**config.mk**
```make
export PLATFORM = sky130hd
export DESIGN_NAME = hsfc_converter
export DESIGN_NICKNAME = d
export VERILOG_FILES = /design/src/rtl/hsfc_widen_lane.v /design/src/rtl/hsfc_converter.v
export VERILOG_INCLUDE_DIRS = /design/src /design/src/rtl
export SDC_FILE = /design/constraint.sdc
export NUM_CORES = 1
export LEC_CHECK = 0
export BUFFER_PORTS_ARGS = -buffer_cell sky130_fd_sc_hd__buf_2
export CORE_MARGIN = 8
export CORE_UTILIZATION = 40
export CTS_BUF_LIST = sky130_fd_sc_hd__clkbuf_8
export DETAILED_ROUTE_END_ITERATION = 10
export PLACE_DENSITY = 0.72
export SLEW_MARGIN = 15
export SYNTH_ARGS = -nofsm -noshare
export SYNTH_HDL_FRONTEND = slang
export SYNTH_SLANG_ARGS = --single-unit
```
**constraint.sdc**
```tcl
create_clock -name clk_sys -period 17.1 [get_ports clk_sys]
set_input_delay 0.855 -clock clk_sys [delete_from_list [all_inputs] [get_ports clk_sys]]
set_output_delay 0.855 -clock clk_sys [all_outputs]
set_load 0.02 [all_outputs]
```
**src/rtl/hsfc_consts.vh**
```
`ifndef HSFC_CONSTS_VH
`define HSFC_CONSTS_VH

// register byte offsets
`define HSFC_OFS_CTRL_STATUS   4'h0
`define HSFC_OFS_LAST_STATUS   4'h4

// control/status word: sticky flags
`define HSFC_FLG_INVALID       0
`define HSFC_FLG_SUBNORMAL     1
`define HSFC_FLG_OVERFLOW      2
`define HSFC_FLG_UNDERFLOW     3
`define HSFC_FLG_PRECISION     4
`define HSFC_FLG_LSB           0
`define HSFC_FLG_MSB           4
// control/status word: masks, same order as the flags
`define HSFC_MSK_LSB           5
`define HSFC_MSK_MSB           9
// control/status word: rounding field and flush-to-zero bit
`define HSFC_RND_LSB           10
`define HSFC_RND_MSB           11
`define HSFC_FTZ_BIT           12
`define HSFC_CTRL_USED_MSB     12

// reset value: all masks set, round to nearest even, nothing flagged
`define HSFC_CTRL_RESET        13'h03E0

// rounding encodings
`define HSFC_RND_NEAREST       2'h0
`define HSFC_RND_DOWN          2'h1
`define HSFC_RND_UP            2'h2
`define HSFC_RND_ZERO          2'h3

// immediate byte fields
`define HSFC_IMM_SRC_BIT       2
`define HSFC_IMM_RND_LSB       0
`define HSFC_IMM_RND_MSB       1

// single and half format constants
`define HSFC_SP_EXP_ONES       8'hFF
`define HSFC_HP_EXP_ONES       5'h1F
`define HSFC_SP_DROP_BITS      14
`define HSFC_EXP_HALF_MIN_N    8'h71
`define HSFC_EXP_HALF_OVF      8'h8F
`define HSFC_EXP_REBIAS        8'h70

// cycles from request to result
`define HSFC_LATENCY           1

`endif

```
**src/rtl/hsfc_widen_lane.v**
```verilog
`default_nettype none
`include "hsfc_consts.vh"

module hsfc_widen_lane (
	input  wire [15:0] halfIn,
	output reg  [31:0] singleOut,
	output reg         sigNan
);

	reg        sgn;
	reg [4:0]  ex;
	reg [9:0]  fr;
	reg [3:0]  lead;
	reg [9:0]  shifted;
	integer    i;

	always @* begin
		sgn       = halfIn[15];
		ex        = halfIn[14:10];
		fr        = halfIn[9:0];
		lead      = 4'h0;
		shifted   = 10'h000;
		sigNan    = 1'b0;
		singleOut = 32'h00000000;
		for (i = 0; i < 10; i = i + 1) begin
			if (fr[i]) begin
				lead = i[3:0];
			end
		end
		if (ex == `HSFC_HP_EXP_ONES) begin
			if (fr != 10'h000) begin
				// nan comes out quiet, payload kept
				sigNan    = ~fr[9];
				singleOut = {sgn, `HSFC_SP_EXP_ONES, 1'b1, fr[8:0], 13'h0000};
			end else begin
				singleOut = {sgn, `HSFC_SP_EXP_ONES, 23'h000000};
			end
		end else if (ex == 5'h00) begin
			if (fr == 10'h000) begin
				singleOut = {sgn, 31'h00000000};
			end else begin
				// subnormal half is exact in single, no flag raised
				shifted   = fr << (4'hA - lead);
				singleOut = {sgn, 8'h67 + {4'h0, lead}, shifted, 13'h0000};
			end
		end else begin
			singleOut = {sgn, {3'h0, ex} + `HSFC_EXP_REBIAS, fr, 13'h0000};
		end
	end

endmodule // hsfc_widen_lane
`default_nettype wire

```
**src/rtl/hsfc_converter.v**
```verilog
`default_nettype none
`include "hsfc_consts.vh"

module hsfc_converter #(
	parameter LANES = 4
) (
	input  wire                 clk_sys,
	input  wire                 rst_b,
	input  wire                 opValid,
	input  wire                 opNarrow,
	input  wire [LANES*32-1:0]  opSrc,
	input  wire [7:0]           opImm,
	input  wire [3:0]           regAddr,
	input  wire [31:0]          regWrData,
	input  wire                 regWrEn,
	input  wire                 regRdEn,
	output reg  [31:0]          regRdData_r,
	output reg                  resValid_r,
	output reg                  resFault_r,
	output reg  [LANES*32-1:0]  resData_r,
	output reg  [4:0]           resFlags_r
);

	////////////////////////////////////////////////////////////////////////////////

	function rndInc;
		input [1:0] mode;
		input       sgn;
		input       lsb;
		input       grd;
		input       stk;
		begin
			case (mode)
				`HSFC_RND_NEAREST: rndInc = grd & (stk | lsb);
				`HSFC_RND_DOWN:    rndInc = sgn & (grd | stk);
				`HSFC_RND_UP:      rndInc = ~sgn & (grd | stk);
				`HSFC_RND_ZERO:    rndInc = 1'b0;
				default:           rndInc = 1'b0;
			endcase
		end
	endfunction

	////////////////////////////////////////////////////////////////////////////////

	reg  [`HSFC_CTRL_USED_MSB:0] ctrl_r;
	reg  [`HSFC_CTRL_USED_MSB:0] ctrl_nxt;
	reg  [4:0]                   lastFlags_r;
	reg                          lastFault_r;

	wire [4:0] maskBits = ctrl_r[`HSFC_MSK_MSB:`HSFC_MSK_LSB];
	wire [1:0] ctrlRnd  = ctrl_r[`HSFC_RND_MSB:`HSFC_RND_LSB];
	// flush-to-zero bit is stored for software but never read by the datapath

	// imm[7:3] never enter the decode
	wire [1:0] rndMode = opImm[`HSFC_IMM_SRC_BIT] ? ctrlRnd :
		opImm[`HSFC_IMM_RND_MSB:`HSFC_IMM_RND_LSB];

	wire [LANES*32-1:0] narrowData;
	wire [LANES*32-1:0] widenData;
	wire [LANES*5-1:0]  narrowFlags;
	wire [LANES*5-1:0]  widenFlags;

	////////////////////////////////////////////////////////////////////////////////
	// narrowing lanes

	genvar g;
	generate
		for (g = 0; g < LANES; g = g + 1) begin : gNarrow
			wire [31:0] f    = opSrc[g*32 +: 32];
			wire        sgn  = f[31];
			wire [7:0]  ex   = f[30:23];
			wire [22:0] fr   = f[22:0];
			wire        isNan  = (ex == `HSFC_SP_EXP_ONES) && (fr != 23'h000000);
			wire        isInf  = (ex == `HSFC_SP_EXP_ONES) && (fr == 23'h000000);
			wire        isZero = (ex == 8'h00) && (fr == 23'h000000);
			wire        isDen  = (ex == 8'h00) && (fr != 23'h000000);
			wire        isSnan = isNan & ~fr[22];
			wire [23:0] sig    = {ex != 8'h00, fr};
			// subnormal result: shift further right, capped so all bits land in sticky
			wire [8:0]  extra  = {1'b0, `HSFC_EXP_HALF_MIN_N} - {1'b0, ex};
			wire [4:0]  amt    = (ex >= `HSFC_EXP_HALF_MIN_N) ? 5'h0D :
				((extra > 9'h00C) ? 5'h19 : (5'h0D + extra[4:0]));
			// one spare low bit so the deepest shift still keeps every bit in sticky
			wire [48:0] wide   = {sig, 25'h0000000} >> amt;
			wire [10:0] kept   = wide[35:25];
			wire        grd    = wide[24];
			wire        stk    = |wide[23:0];
			wire        inexactRaw = grd | stk;
			wire        tiny   = (ex < `HSFC_EXP_HALF_MIN_N) && !isZero;
			wire [7:0]  hexpFull = ex - `HSFC_EXP_REBIAS;
			wire [4:0]  hexp   = (ex >= `HSFC_EXP_HALF_MIN_N) ? hexpFull[4:0] : 5'h00;
			wire        inc    = rndInc(rndMode, sgn, kept[0], grd, stk);
			wire [15:0] sum    = {1'b0, hexp, kept[9:0]} + {15'h0000, inc};
			wire        ovf    = !isNan && !isInf && ((ex >= `HSFC_EXP_HALF_OVF) ||
				(sum[14:10] == `HSFC_HP_EXP_ONES));
			reg  [15:0] half;
			reg  [4:0]  fl;

			always @* begin
				half = 16'h0000;
				fl   = 5'h00;
				if (isNan) begin
					// truncate the low significand bits, keep sign
					half = {sgn, `HSFC_HP_EXP_ONES, fr[22:`HSFC_SP_DROP_BITS - 1]};
					if (isSnan) begin
						half[9] = 1'b1;
						fl[`HSFC_FLG_INVALID] = 1'b1;
					end
				end else if (isInf) begin
					half = {sgn, `HSFC_HP_EXP_ONES, 10'h000};
				end else if (ovf) begin
					half = {sgn, `HSFC_HP_EXP_ONES, 10'h000};
					fl[`HSFC_FLG_OVERFLOW]  = 1'b1;
					fl[`HSFC_FLG_PRECISION] = 1'b1;
				end else begin
					half = {sgn, sum[14:0]};
					fl[`HSFC_FLG_PRECISION] = inexactRaw;
					// unmasked: any tiny result; masked: only when it also loses bits
					fl[`HSFC_FLG_UNDERFLOW] = tiny &
						(~maskBits[`HSFC_FLG_UNDERFLOW] | inexactRaw);
				end
				fl[`HSFC_FLG_SUBNORMAL] = isDen;
			end

			assign narrowData[g*32 +: 32] = {16'h0000, half};
			assign narrowFlags[g*5 +: 5] = fl;
		end
	endgenerate

	////////////////////////////////////////////////////////////////////////////////
	// packing: half results of lanes 2k and 2k+1 fill word k, upper words zero

	reg [LANES*32-1:0] narrowPacked;
	integer k;
	always @* begin
		narrowPacked = {LANES*32{1'b0}};
		for (k = 0; k < LANES; k = k + 1) begin
			narrowPacked[k*16 +: 16] = narrowData[k*32 +: 16];
		end
	end

	////////////////////////////////////////////////////////////////////////////////
	// widening lanes: half values live in the low half of the operand

	generate
		for (g = 0; g < LANES; g = g + 1) begin : gWiden
			wire [31:0] wOut;
			wire        wSnan;

			hsfc_widen_lane uLane (
				.halfIn    (opSrc[g*16 +: 16]),
				.singleOut (wOut),
				.sigNan    (wSnan)
			);

			assign widenData[g*32 +: 32] = wOut;
			assign widenFlags[g*5 +: 5]  = {4'h0, wSnan};
		end
	endgenerate

	////////////////////////////////////////////////////////////////////////////////
	// flag combine and fault decision

	reg [4:0]          opFlags;
	reg [LANES*32-1:0] opData;
	integer j;
	always @* begin
		opFlags = 5'h00;
		for (j = 0; j < LANES; j = j + 1) begin
			opFlags = opFlags | (opNarrow ? narrowFlags[j*5 +: 5] :
				widenFlags[j*5 +: 5]);
		end
		opData = opNarrow ? narrowPacked : widenData;
	end

	// any flagged condition whose mask is clear suppresses the result
	wire opFault = |(opFlags & ~maskBits);

	////////////////////////////////////////////////////////////////////////////////
	// result registers

	always @(posedge clk_sys) begin
		if (!rst_b) begin
			resValid_r  <= 1'b0;
			resFault_r  <= 1'b0;
			resData_r   <= {LANES*32{1'b0}};
			resFlags_r  <= 5'h00;
			lastFlags_r <= 5'h00;
			lastFault_r <= 1'b0;
		end else begin
			resValid_r <= opValid;
			if (opValid) begin
				resFault_r  <= opFault;
				resFlags_r  <= opFlags;
				lastFlags_r <= opFlags;
				lastFault_r <= opFault;
				if (!opFault) begin
					resData_r <= opData;
				end
			end
		end
	end

	////////////////////////////////////////////////////////////////////////////////
	// register port

	always @* begin
		ctrl_nxt = ctrl_r;
		if (regWrEn && regAddr == `HSFC_OFS_CTRL_STATUS) begin
			ctrl_nxt = regWrData[`HSFC_CTRL_USED_MSB:0];
		end
		// a flag raised in the write cycle survives the write
		if (opValid) begin
			ctrl_nxt[`HSFC_FLG_MSB:`HSFC_FLG_LSB] =
				ctrl_nxt[`HSFC_FLG_MSB:`HSFC_FLG_LSB] | opFlags;
		end
	end

	always @(posedge clk_sys) begin
		if (!rst_b) begin
			ctrl_r      <= `HSFC_CTRL_RESET;
			regRdData_r <= 32'h00000000;
		end else begin
			ctrl_r <= ctrl_nxt;
			if (regRdEn) begin
				case (regAddr)
					`HSFC_OFS_CTRL_STATUS: regRdData_r <= {19'h00000, ctrl_r};
					`HSFC_OFS_LAST_STATUS: regRdData_r <= {26'h0000000, lastFault_r,
						lastFlags_r};
					default:               regRdData_r <= 32'h00000000;
				endcase
			end else begin
				regRdData_r <= 32'h00000000;
			end
		end
	end

endmodule // hsfc_converter
`default_nettype wire

```
==> qor.yml, run 1 <==
detailed_routing:
  ant_nets: 0
  drc_errors: 0
  drt_pre_antenna_iters: 6
  avgRoutedWirePerCell_um: 22.2
  route.final.wire_length_um: 77300
  routed_via_density: 6.45
  initialDrtViolationCount: 2687
  detailroute.via_count: 22480
floorplanning:
  rows: 79
  chipWidth_um: 233
  design.portCount: 345
  die_h_um: 233
  die_area_mm2: 0.0544
  fp.coreArea_mm2: 0.0466
  initial_core_util: 0.405
flow_run:
  max_cap_check_violation_count: 0
worst_setup_path:
  cp_max_fo: 67
  required_ns: 17.56
  type_of_destination_of_the_critical_path: "register"
  setup.worst_path.start_class: "input port"
  timing.critical_path.arrival_ns: 10.97
  critPathKind: "input port to register"
timing:
  final_max_slew_viol_count: 0
  setup_viol: 0
  fin_setup_tns_ns: 0
  timing_worst_slew_pin_value_ns: 1.20
  finClkSkew_ns: 0.0203
  final_period_minus_worst_setup_slack_ns: 10.51
  unrepaired_setup_endpoints_after_global_routing: "false"
  timing.final.crit_share: 0.615
  relSlewSlack: 0.201
  finalHoldViolCount: 0
  achievable-frequency_ghz: 0.0951
global_route:
  grt_first_pass_wirelength_um: 118000
  grt_remaining_overflow: 0
  global_route.usage.total: 0.267
  grtUsageMet2: 0.414
  most_heavily_used_metal_layer_in_global_routing: "met2"
  antenna_found_initial: 6
  use_met3: 0.0493
  gr-usage-met1: 0.360
  maximum_number_of_pins_on_one_net_before_global_route_repair: 98
  grt_pass1_vias: 20205
finish:
  fin_nets: 3080
  layout.core_utilization: 0.440
  post_route_cells_drive_above_1_share: 0.153
  final_common_cell: "nand2_1"
  layout-area-overhead-vs-synth_pct: 8.73
  highest_count_cells_in_the_layout_ignoring_fill_and_taps: "430 x nand2_1, 274 x buf_2, 195 x nor2_1"
  final-instance-count-excl-fill: 3485
yosys:
  yosysSeqAreaShare: 0.141
  async_reset_ff_frac: 0
  synth_seq_cells: 133
  synth-warning-count: 0
  synthDistinctLibCells: 107
  post_synth_design_cell_area_mm2: 0.0189
  syn-mean-instance-area_um2: 6.84
  postSynth.topFlopCell: "dfxtp_1"
  mapped_cells: 2756
  count_of_flip_flops_with_a_built_in_enable_after_synthesis: 0
worst_hold_path:
  hold_path_class: "register to register"
clock_network:
  cts.sink_count: 133
  hold_buffers: 0
  cts.path.max_buffers: 2
  cts_max_level: 4
  worst_skew_pair.late_latency_ns: 0.56
  clk_pin_slew_worst_paths_ns: 0.09
  postCtsSetupBuffers: 0
  cts_tree: "built"
  cts_resized: 0
  root_buffer_master: "clkbuf_8"
  cts_made_buffers: 17
place:
  placed_cells: 3446
  gp_routability_congestion: 1.02
  io_buffers: 275
  hpwlAfterDp_um: 58300
power:
  p_leak_nw: 8.30
  power_density_mw_per_mm2: 56.0
  worst_ir_drop_vdd_v: 0.0000596
run_status:
  result_of_the_run: "finished clean"
## critical path, stage by stage
cell,delay (ns)
buf_2,0.61
clkinv_1,0.57
ha_1,0.55
nor4b_1,0.37
nor2_1,0.28
nor3_2,0.74
a32oi_1,0.48
mux2i_1,0.42
o21ai_1,0.17
a2111oi_0,0.46
o2111ai_1,0.18
a211oi_1,0.46
and2_1,0.29
a211oi_1,0.07
ha_1,0.27
ha_1,0.27
nor3_1,0.18
a31o_2,0.18
nand4_1,0.10
a211oi_1,0.64
a2111oi_2,0.14
o31a_1,0.17
o41ai_1,0.20
o21ai_1,0.28
nand3_4,0.62
buf_4,0.96
mux2i_1,0.31
## cell usage after synthesis, drive strengths merged, types with 11 or more instances
library cell / number / area share
mux2i: 172 / 0.091
nor4: 32 / 0.011
nor2b: 18 / 0.0060
nand4: 24 / 0.0080
o311ai: 15 / 0.0074
clkbuf: 147 / 0.029
inv: 64 / 0.013
buf: 119 / 0.042
xor2: 28 / 0.013
o22ai: 28 / 0.0096
nand2b: 29 / 0.0096
a21o: 16 / 0.0064
nand3: 184 / 0.049
a31o: 13 / 0.0060
a211o: 20 / 0.0093
nor3b: 12 / 0.0050
nor3: 87 / 0.025
and3: 38 / 0.013
o2bb2ai: 15 / 0.0070
a211oi: 30 / 0.013
dfxtp: 133 / 0.14
a22o: 15 / 0.0070
a221o: 28 / 0.015
a31oi: 47 / 0.016
a221oi: 21 / 0.010
nor2: 198 / 0.040
and2: 37 / 0.012
a32oi: 13 / 0.0060
mux2: 34 / 0.020
ha: 44 / 0.029
a2111oi: 11 / 0.0071
xnor2: 54 / 0.025
o21a: 11 / 0.0044
a21oi: 147 / 0.039
o211ai: 54 / 0.022
o21ai: 170 / 0.045
nand2: 431 / 0.086
o31ai: 32 / 0.013
o221ai: 13 / 0.0064
a22oi: 35 / 0.014
## sequential cells by signal, indices dropped and copies added (netlist names)
register	flops
ctrl_r	13
resData_r	100
resValid_r	1
lastFlags_r	5
regRdData_r	13
lastFault_r	1
## report_power, final
| group | internal, mW | total, mW | switching (mW) |
|---|---|---|---|
| clock | 0.124 | 0.294 | 0.170 |
| combinational | 0.172 | 0.518 | 0.346 |
| sequential | 0.326 | 0.336 | 0.00952 |
## layout make-up
cell class | count | area [um^2]
multi-input combinational | 2334 | 14800
clock buffer | 17 | 234
antenna | 7 | 17.5
clock inverter | 15 | 183
fill | 4867 | 26100
tap | 607 | 759
sequential | 133 | 2660
inverter | 67 | 251
timing repair buffer | 305 | 1600
## metal layers
layer	up-vias	share of wire
met5	-	0.00056
met4	6	0.038
met3	206	0.094
met2	1311	0.44
met1	10541	0.42
li1	10416	-
## logic make-up after synthesis
kind of cell / after synthesis / synth area share
buf+inv: 333 / 0.0846
flops: 133 / 0.141
compound gates: 817 / 0.306
other cells: 1 / 0.000199
mux: 211 / 0.118
xor+xnor: 82 / 0.0381
simple gates: 1134 / 0.283
fa+ha+maj: 45 / 0.0297
## path summary, 6_finish.rpt
kind | from | end | slack (ns) | cells after the start
worst max register to register | ctrl_r[10] | resData_r[95] | 10.42 | 18
worst min register to register | ctrl_r[12] | ctrl_r[12] | 0.46 | 2
worst max-delay path | opSrc[119] | resData_r[95] | 6.59 | 27
worst min-delay path | ctrl_r[12] | ctrl_r[12] | 0.46 | 2
## stage by stage
step	power [mW]	cell area (um^2)	worst slack (ns)	hold slack, ns
3_3_place_gp	0.842	20100	6.56	0.440
2_1_floorplan	0.706	19000	10.36	0.430
6_report	1.15	20500	6.59	0.457
3_5_place_dp	0.843	20100	6.48	0.446
4_1_cts	1.14	20500	7.00	0.460
5_1_grt	1.21	20500	6.28	0.469
No activity file was read; power rests on OpenSTA's default activity.
==> run 2, diff against run 1 <==
--- a/config.mk
+++ b/config.mk
@@ -6,12 +6,13 @@
 export SDC_FILE = /design/constraint.sdc
 export NUM_CORES = 1
 export LEC_CHECK = 0
+export ABC_AREA = 1
 export BUFFER_PORTS_ARGS = -buffer_cell sky130_fd_sc_hd__buf_2
 export CORE_MARGIN = 8
 export CORE_UTILIZATION = 40
 export CTS_BUF_LIST = sky130_fd_sc_hd__clkbuf_8
 export DETAILED_ROUTE_END_ITERATION = 10
-export PLACE_DENSITY = 0.72
+export PLACE_DENSITY = 0.74
 export SLEW_MARGIN = 15
 export SYNTH_ARGS = -nofsm -noshare
 export SYNTH_HDL_FRONTEND = slang
==> constraint.sdc (replaced) <==
create_clock -name clk_sys -period 8.66 [get_ports clk_sys]
set_input_delay 0.433 -clock clk_sys [delete_from_list [all_inputs] [get_ports clk_sys]]
set_output_delay 0.433 -clock clk_sys [all_outputs]
set_load 0.02 [all_outputs]
==> run 2 against run 1 <==
Net effect: combinational power grew 89%; wire length shrank 9.1%; clock-buffer cell count grew 3; critical path depth grew 15; largest cell class unchanged; worst hold slack lost 0.34 ns; first-iteration DRC count shrank 21%; sequential power grew 100%; global-route usage shrank 1.5 points; critical endpoint is now resData_r[58].
==> qor.yml, run 2 <==
yosys:
  yosys.cell_count.top_type: "nand2_1"  # unchanged
  post-synth-top-area-fraction: 0.234  # was 0.141
  postSynth.topFlopCell: "dfxtp_1"  # unchanged
  synth-warning-count: 0  # unchanged
  async_reset_ff_frac: 0  # unchanged
  main_area_contributors_after_synthesis: "nand2_1 23%, dfxtp_1 15%, nand3_1 13%"  # was dfxtp_1 14%, mux2i_1 9.1%, nand2_1 8.6%
  synthDistinctLibCells: 69  # was 107
  yosysSeqAreaShare: 0.146  # was 0.141
  synthTopCellsByCount: "1138 x nand2_1, 470 x nand3_1, 430 x nor2_1"  # was 430 x nand2_1, 196 x nor2_1, 182 x nand3_1
  count_of_flip_flops_with_a_built_in_enable_after_synthesis: 0  # unchanged
  post_synth_design_cell_area_mm2: 0.0183  # was 0.0189 mm^2
  synth_top_area_cell: "nand2_1"  # was dfxtp_1
  synth_seq_cells: 133  # unchanged
  mapped_cells: 3431  # was 2756
  syn-mean-instance-area_um2: 5.33  # was 6.84 um^2
finish:
  fin_nets: 3823  # was 3080
  design_area_mm2: 0.0201  # was 0.0205 mm^2
  layout-area-overhead-vs-synth_pct: 9.74  # was 8.73%
  largest_register_ffs: 100  # unchanged
  largest-register: "resData_r"  # unchanged
  highest_count_cells_in_the_layout_ignoring_fill_and_taps: "1138 x nand2_1, 470 x nand3_1, 430 x nor2_1"  # was 430 x nand2_1, 274 x buf_2, 195 x nor2_1
  layout.core_utilization: 0.443  # was 0.440
  top_flop_regs: "resData_r (100), ctrl_r (13), regRdData_r (13)"  # unchanged
  post_route_cells_drive_above_1_share: 0.122  # was 0.153
  final_common_cell: "nand2_1"  # unchanged
worst_hold_path:
  hold_path_startpoint: "regWrData[5]"  # was ctrl_r[12]
  hold_path_class: "input port to register"  # was register to register
worst_setup_path:
  critical-path-slowest-cell: "nand3_1"  # was buf_4
  rr_startpoint: "ctrl_r[10]"  # unchanged
  cp_num_buf_inv: 6  # was 3
  crit_path_frequent_cell: "nand2_1"
  startpoint: "opSrc[88]"  # was opSrc[119]
  required_ns: 9.07  # was 17.56 ns
  timing.critical_path.arrival_ns: 7.41  # was 10.97 ns
  setup.worst_path.start_class: "input port"  # unchanged
  type_of_destination_of_the_critical_path: "register"  # unchanged
  timing.critical_path.max_delay_family: "simple AND/OR/NAND/NOR gates"  # was compound AO/OA/AOI/OAI gates
  cp_max_fo: 24  # was 67
  critPathKind: "input port to register"  # unchanged
  critical_path.max_stage_delay_ns: 0.87  # was 0.96 ns
power:
  power_density_mw_per_mm2: 114  # was 56.0 mW/mm^2
  p_leak_nw: 10.3  # was 8.30 nW
  worst_ir_drop_vdd_v: 0.0000752  # was 0.0000596 V
clock_network:
  cts_tree: "built"  # unchanged
  cts_resized: 0  # unchanged
  clk_pin_slew_worst_paths_ns: 0.08  # was 0.09 ns
  postCtsSetupBuffers: 0  # unchanged
  cts.sink_count: 133  # unchanged
  root_buffer_master: "clkbuf_8"  # unchanged
  cts.path.max_buffers: 2  # unchanged
  worst_skew_pair.late_latency_ns: 0.52  # was 0.56 ns
  cts_max_level: 4  # unchanged
  hold_buffers: 0  # unchanged
  cts_made_buffers: 17  # unchanged
place:
  gp_routability_congestion: 0.988  # was 1.02
  io_buffers: 275  # unchanged
  placed_cell_area_mm2: 0.0196  # was 0.0201 mm^2
  hpwlAfterDp_um: 55600  # was 58300 um
timing:
  fin_worst_hold_slack_ns: 0.116  # was 0.457 ns
  unrepaired_setup_endpoints_after_global_routing: "false"  # unchanged
  final_period_minus_worst_setup_slack_ns: 7.00
  timing_worst_slew_pin_value_ns: 1.01  # was 1.20 ns
  finClkSkew_ns: 0.0176  # was 0.0203 ns
  achievable-frequency_ghz: 0.143
  final_max_slew_viol_count: 0  # unchanged
  relSlewSlack: 0.330  # was 0.201
  finalHoldViolCount: 0  # unchanged
  fin_setup_tns_ns: 0  # unchanged
  setup_viol: 0  # unchanged
  timing.final.crit_share: 0.809
detailed_routing:
  drt_pre_antenna_iters: 8  # was 6
  route.final.wire_length_um: 70300  # was 77300 um
  ant_nets: 0  # unchanged
  routed_via_density: 5.42  # was 6.45
  avgRoutedWirePerCell_um: 16.6  # was 22.2 um
  initialDrtViolationCount: 2123  # was 2687
  drc_errors: 0  # unchanged
  detailroute.via_count: 22906  # was 22.5k
global_route:
  global_route.usage.total: 0.252  # was 0.267
  antenna_found_initial: 9  # was 6
  grt_pass1_vias: 20309  # was 20.2k
  grt_remaining_overflow: 0  # unchanged
  maximum_number_of_pins_on_one_net_before_global_route_repair: 87  # was 98
  grt_first_pass_wirelength_um: 110000  # was 118000 um
floorplanning:
  die_h_um: 230  # was 233 um
  chipWidth_um: 230  # was 233 um
  initial_core_util: 0.404  # was 0.405
  rows: 78  # was 79
  design.portCount: 345  # unchanged
  fp.coreArea_mm2: 0.0453  # was 0.0466 mm^2
  die_area_mm2: 0.0528  # was 0.0544 mm^2
flow_run:
  max_cap_check_violation_count: 0  # unchanged
run_status:
  result_of_the_run: "finished clean"  # unchanged
[run 2: worst reg2reg max path, delay by kind of cell (launching register included)]
family,cells,cell delay [ns]
flops,1,0.32
compound gates,2,0.52
simple gates,18,2.27
fa+ha+maj,3,0.74
buf+inv,6,0.94
[run 2: power breakdown]
part,internal (mW),leakage (nW),switching (mW)
Sequential,0.654,1.10,0.0265
Combinational,0.293,8.98,0.686
Clock,0.313,0.218,0.309
[run 2: stage by stage]
stage               total power, mW  worst slack (ns)  instances
global placement               1.65              1.46       4182
finish                         2.28              1.66       4224
floorplan                      1.39              3.75       3475
global route                   2.43             0.938       4223
CTS                            2.28              1.92       4214
detailed placement             1.65              1.41       4182
[run 2: cells by family (layout without fill, tap and decap cells)]
group	after synthesis	after routing	synth area share
AO/OA/AOI/OAI	416	416	0.130
buffers and inverters	519	658	0.131
other	1	55	0.000205
flip-flops	133	133	0.146
AND/OR/NAND/NOR	2277	2277	0.542
adder cells (fa/ha/maj)	44	44	0.0301
XOR/XNOR	38	38	0.0186
multiplexers	3	3	0.00164
[run 2: path summary, 6_finish.rpt]
| check | slack [ns] | depth (start not counted) | endpoint |
|---|---|---|---|
| worst min register to register | 0.46 | 2 | regRdData_r[4] |
| worst max-delay path | 1.66 | 42 | resData_r[58] |
| worst min-delay path | 0.12 | 3 | ctrl_r[5] |
| worst max register to register | 3.77 | 29 | resData_r[58] |
[run 2: layer usage]
metal  global-route usage  wire length (um)  part of all wire
met2                0.394             31000              0.44
met3               0.0425              5650             0.080
met4                0.119              2780             0.039
met5                    0                 0                 0
met1                0.333             30800              0.44
[run 2: final cells by class]
cell class | count | area (um^2)
fillers | 5105 | 25200
clock buffers | 20 | 275
inverters | 333 | 1250
clock inverters | 12 | 169
multi-input cells | 2823 | 13400
diodes | 10 | 25.0
repair buffers | 293 | 1530
well taps | 600 | 751
flip-flops and latches | 133 | 2660
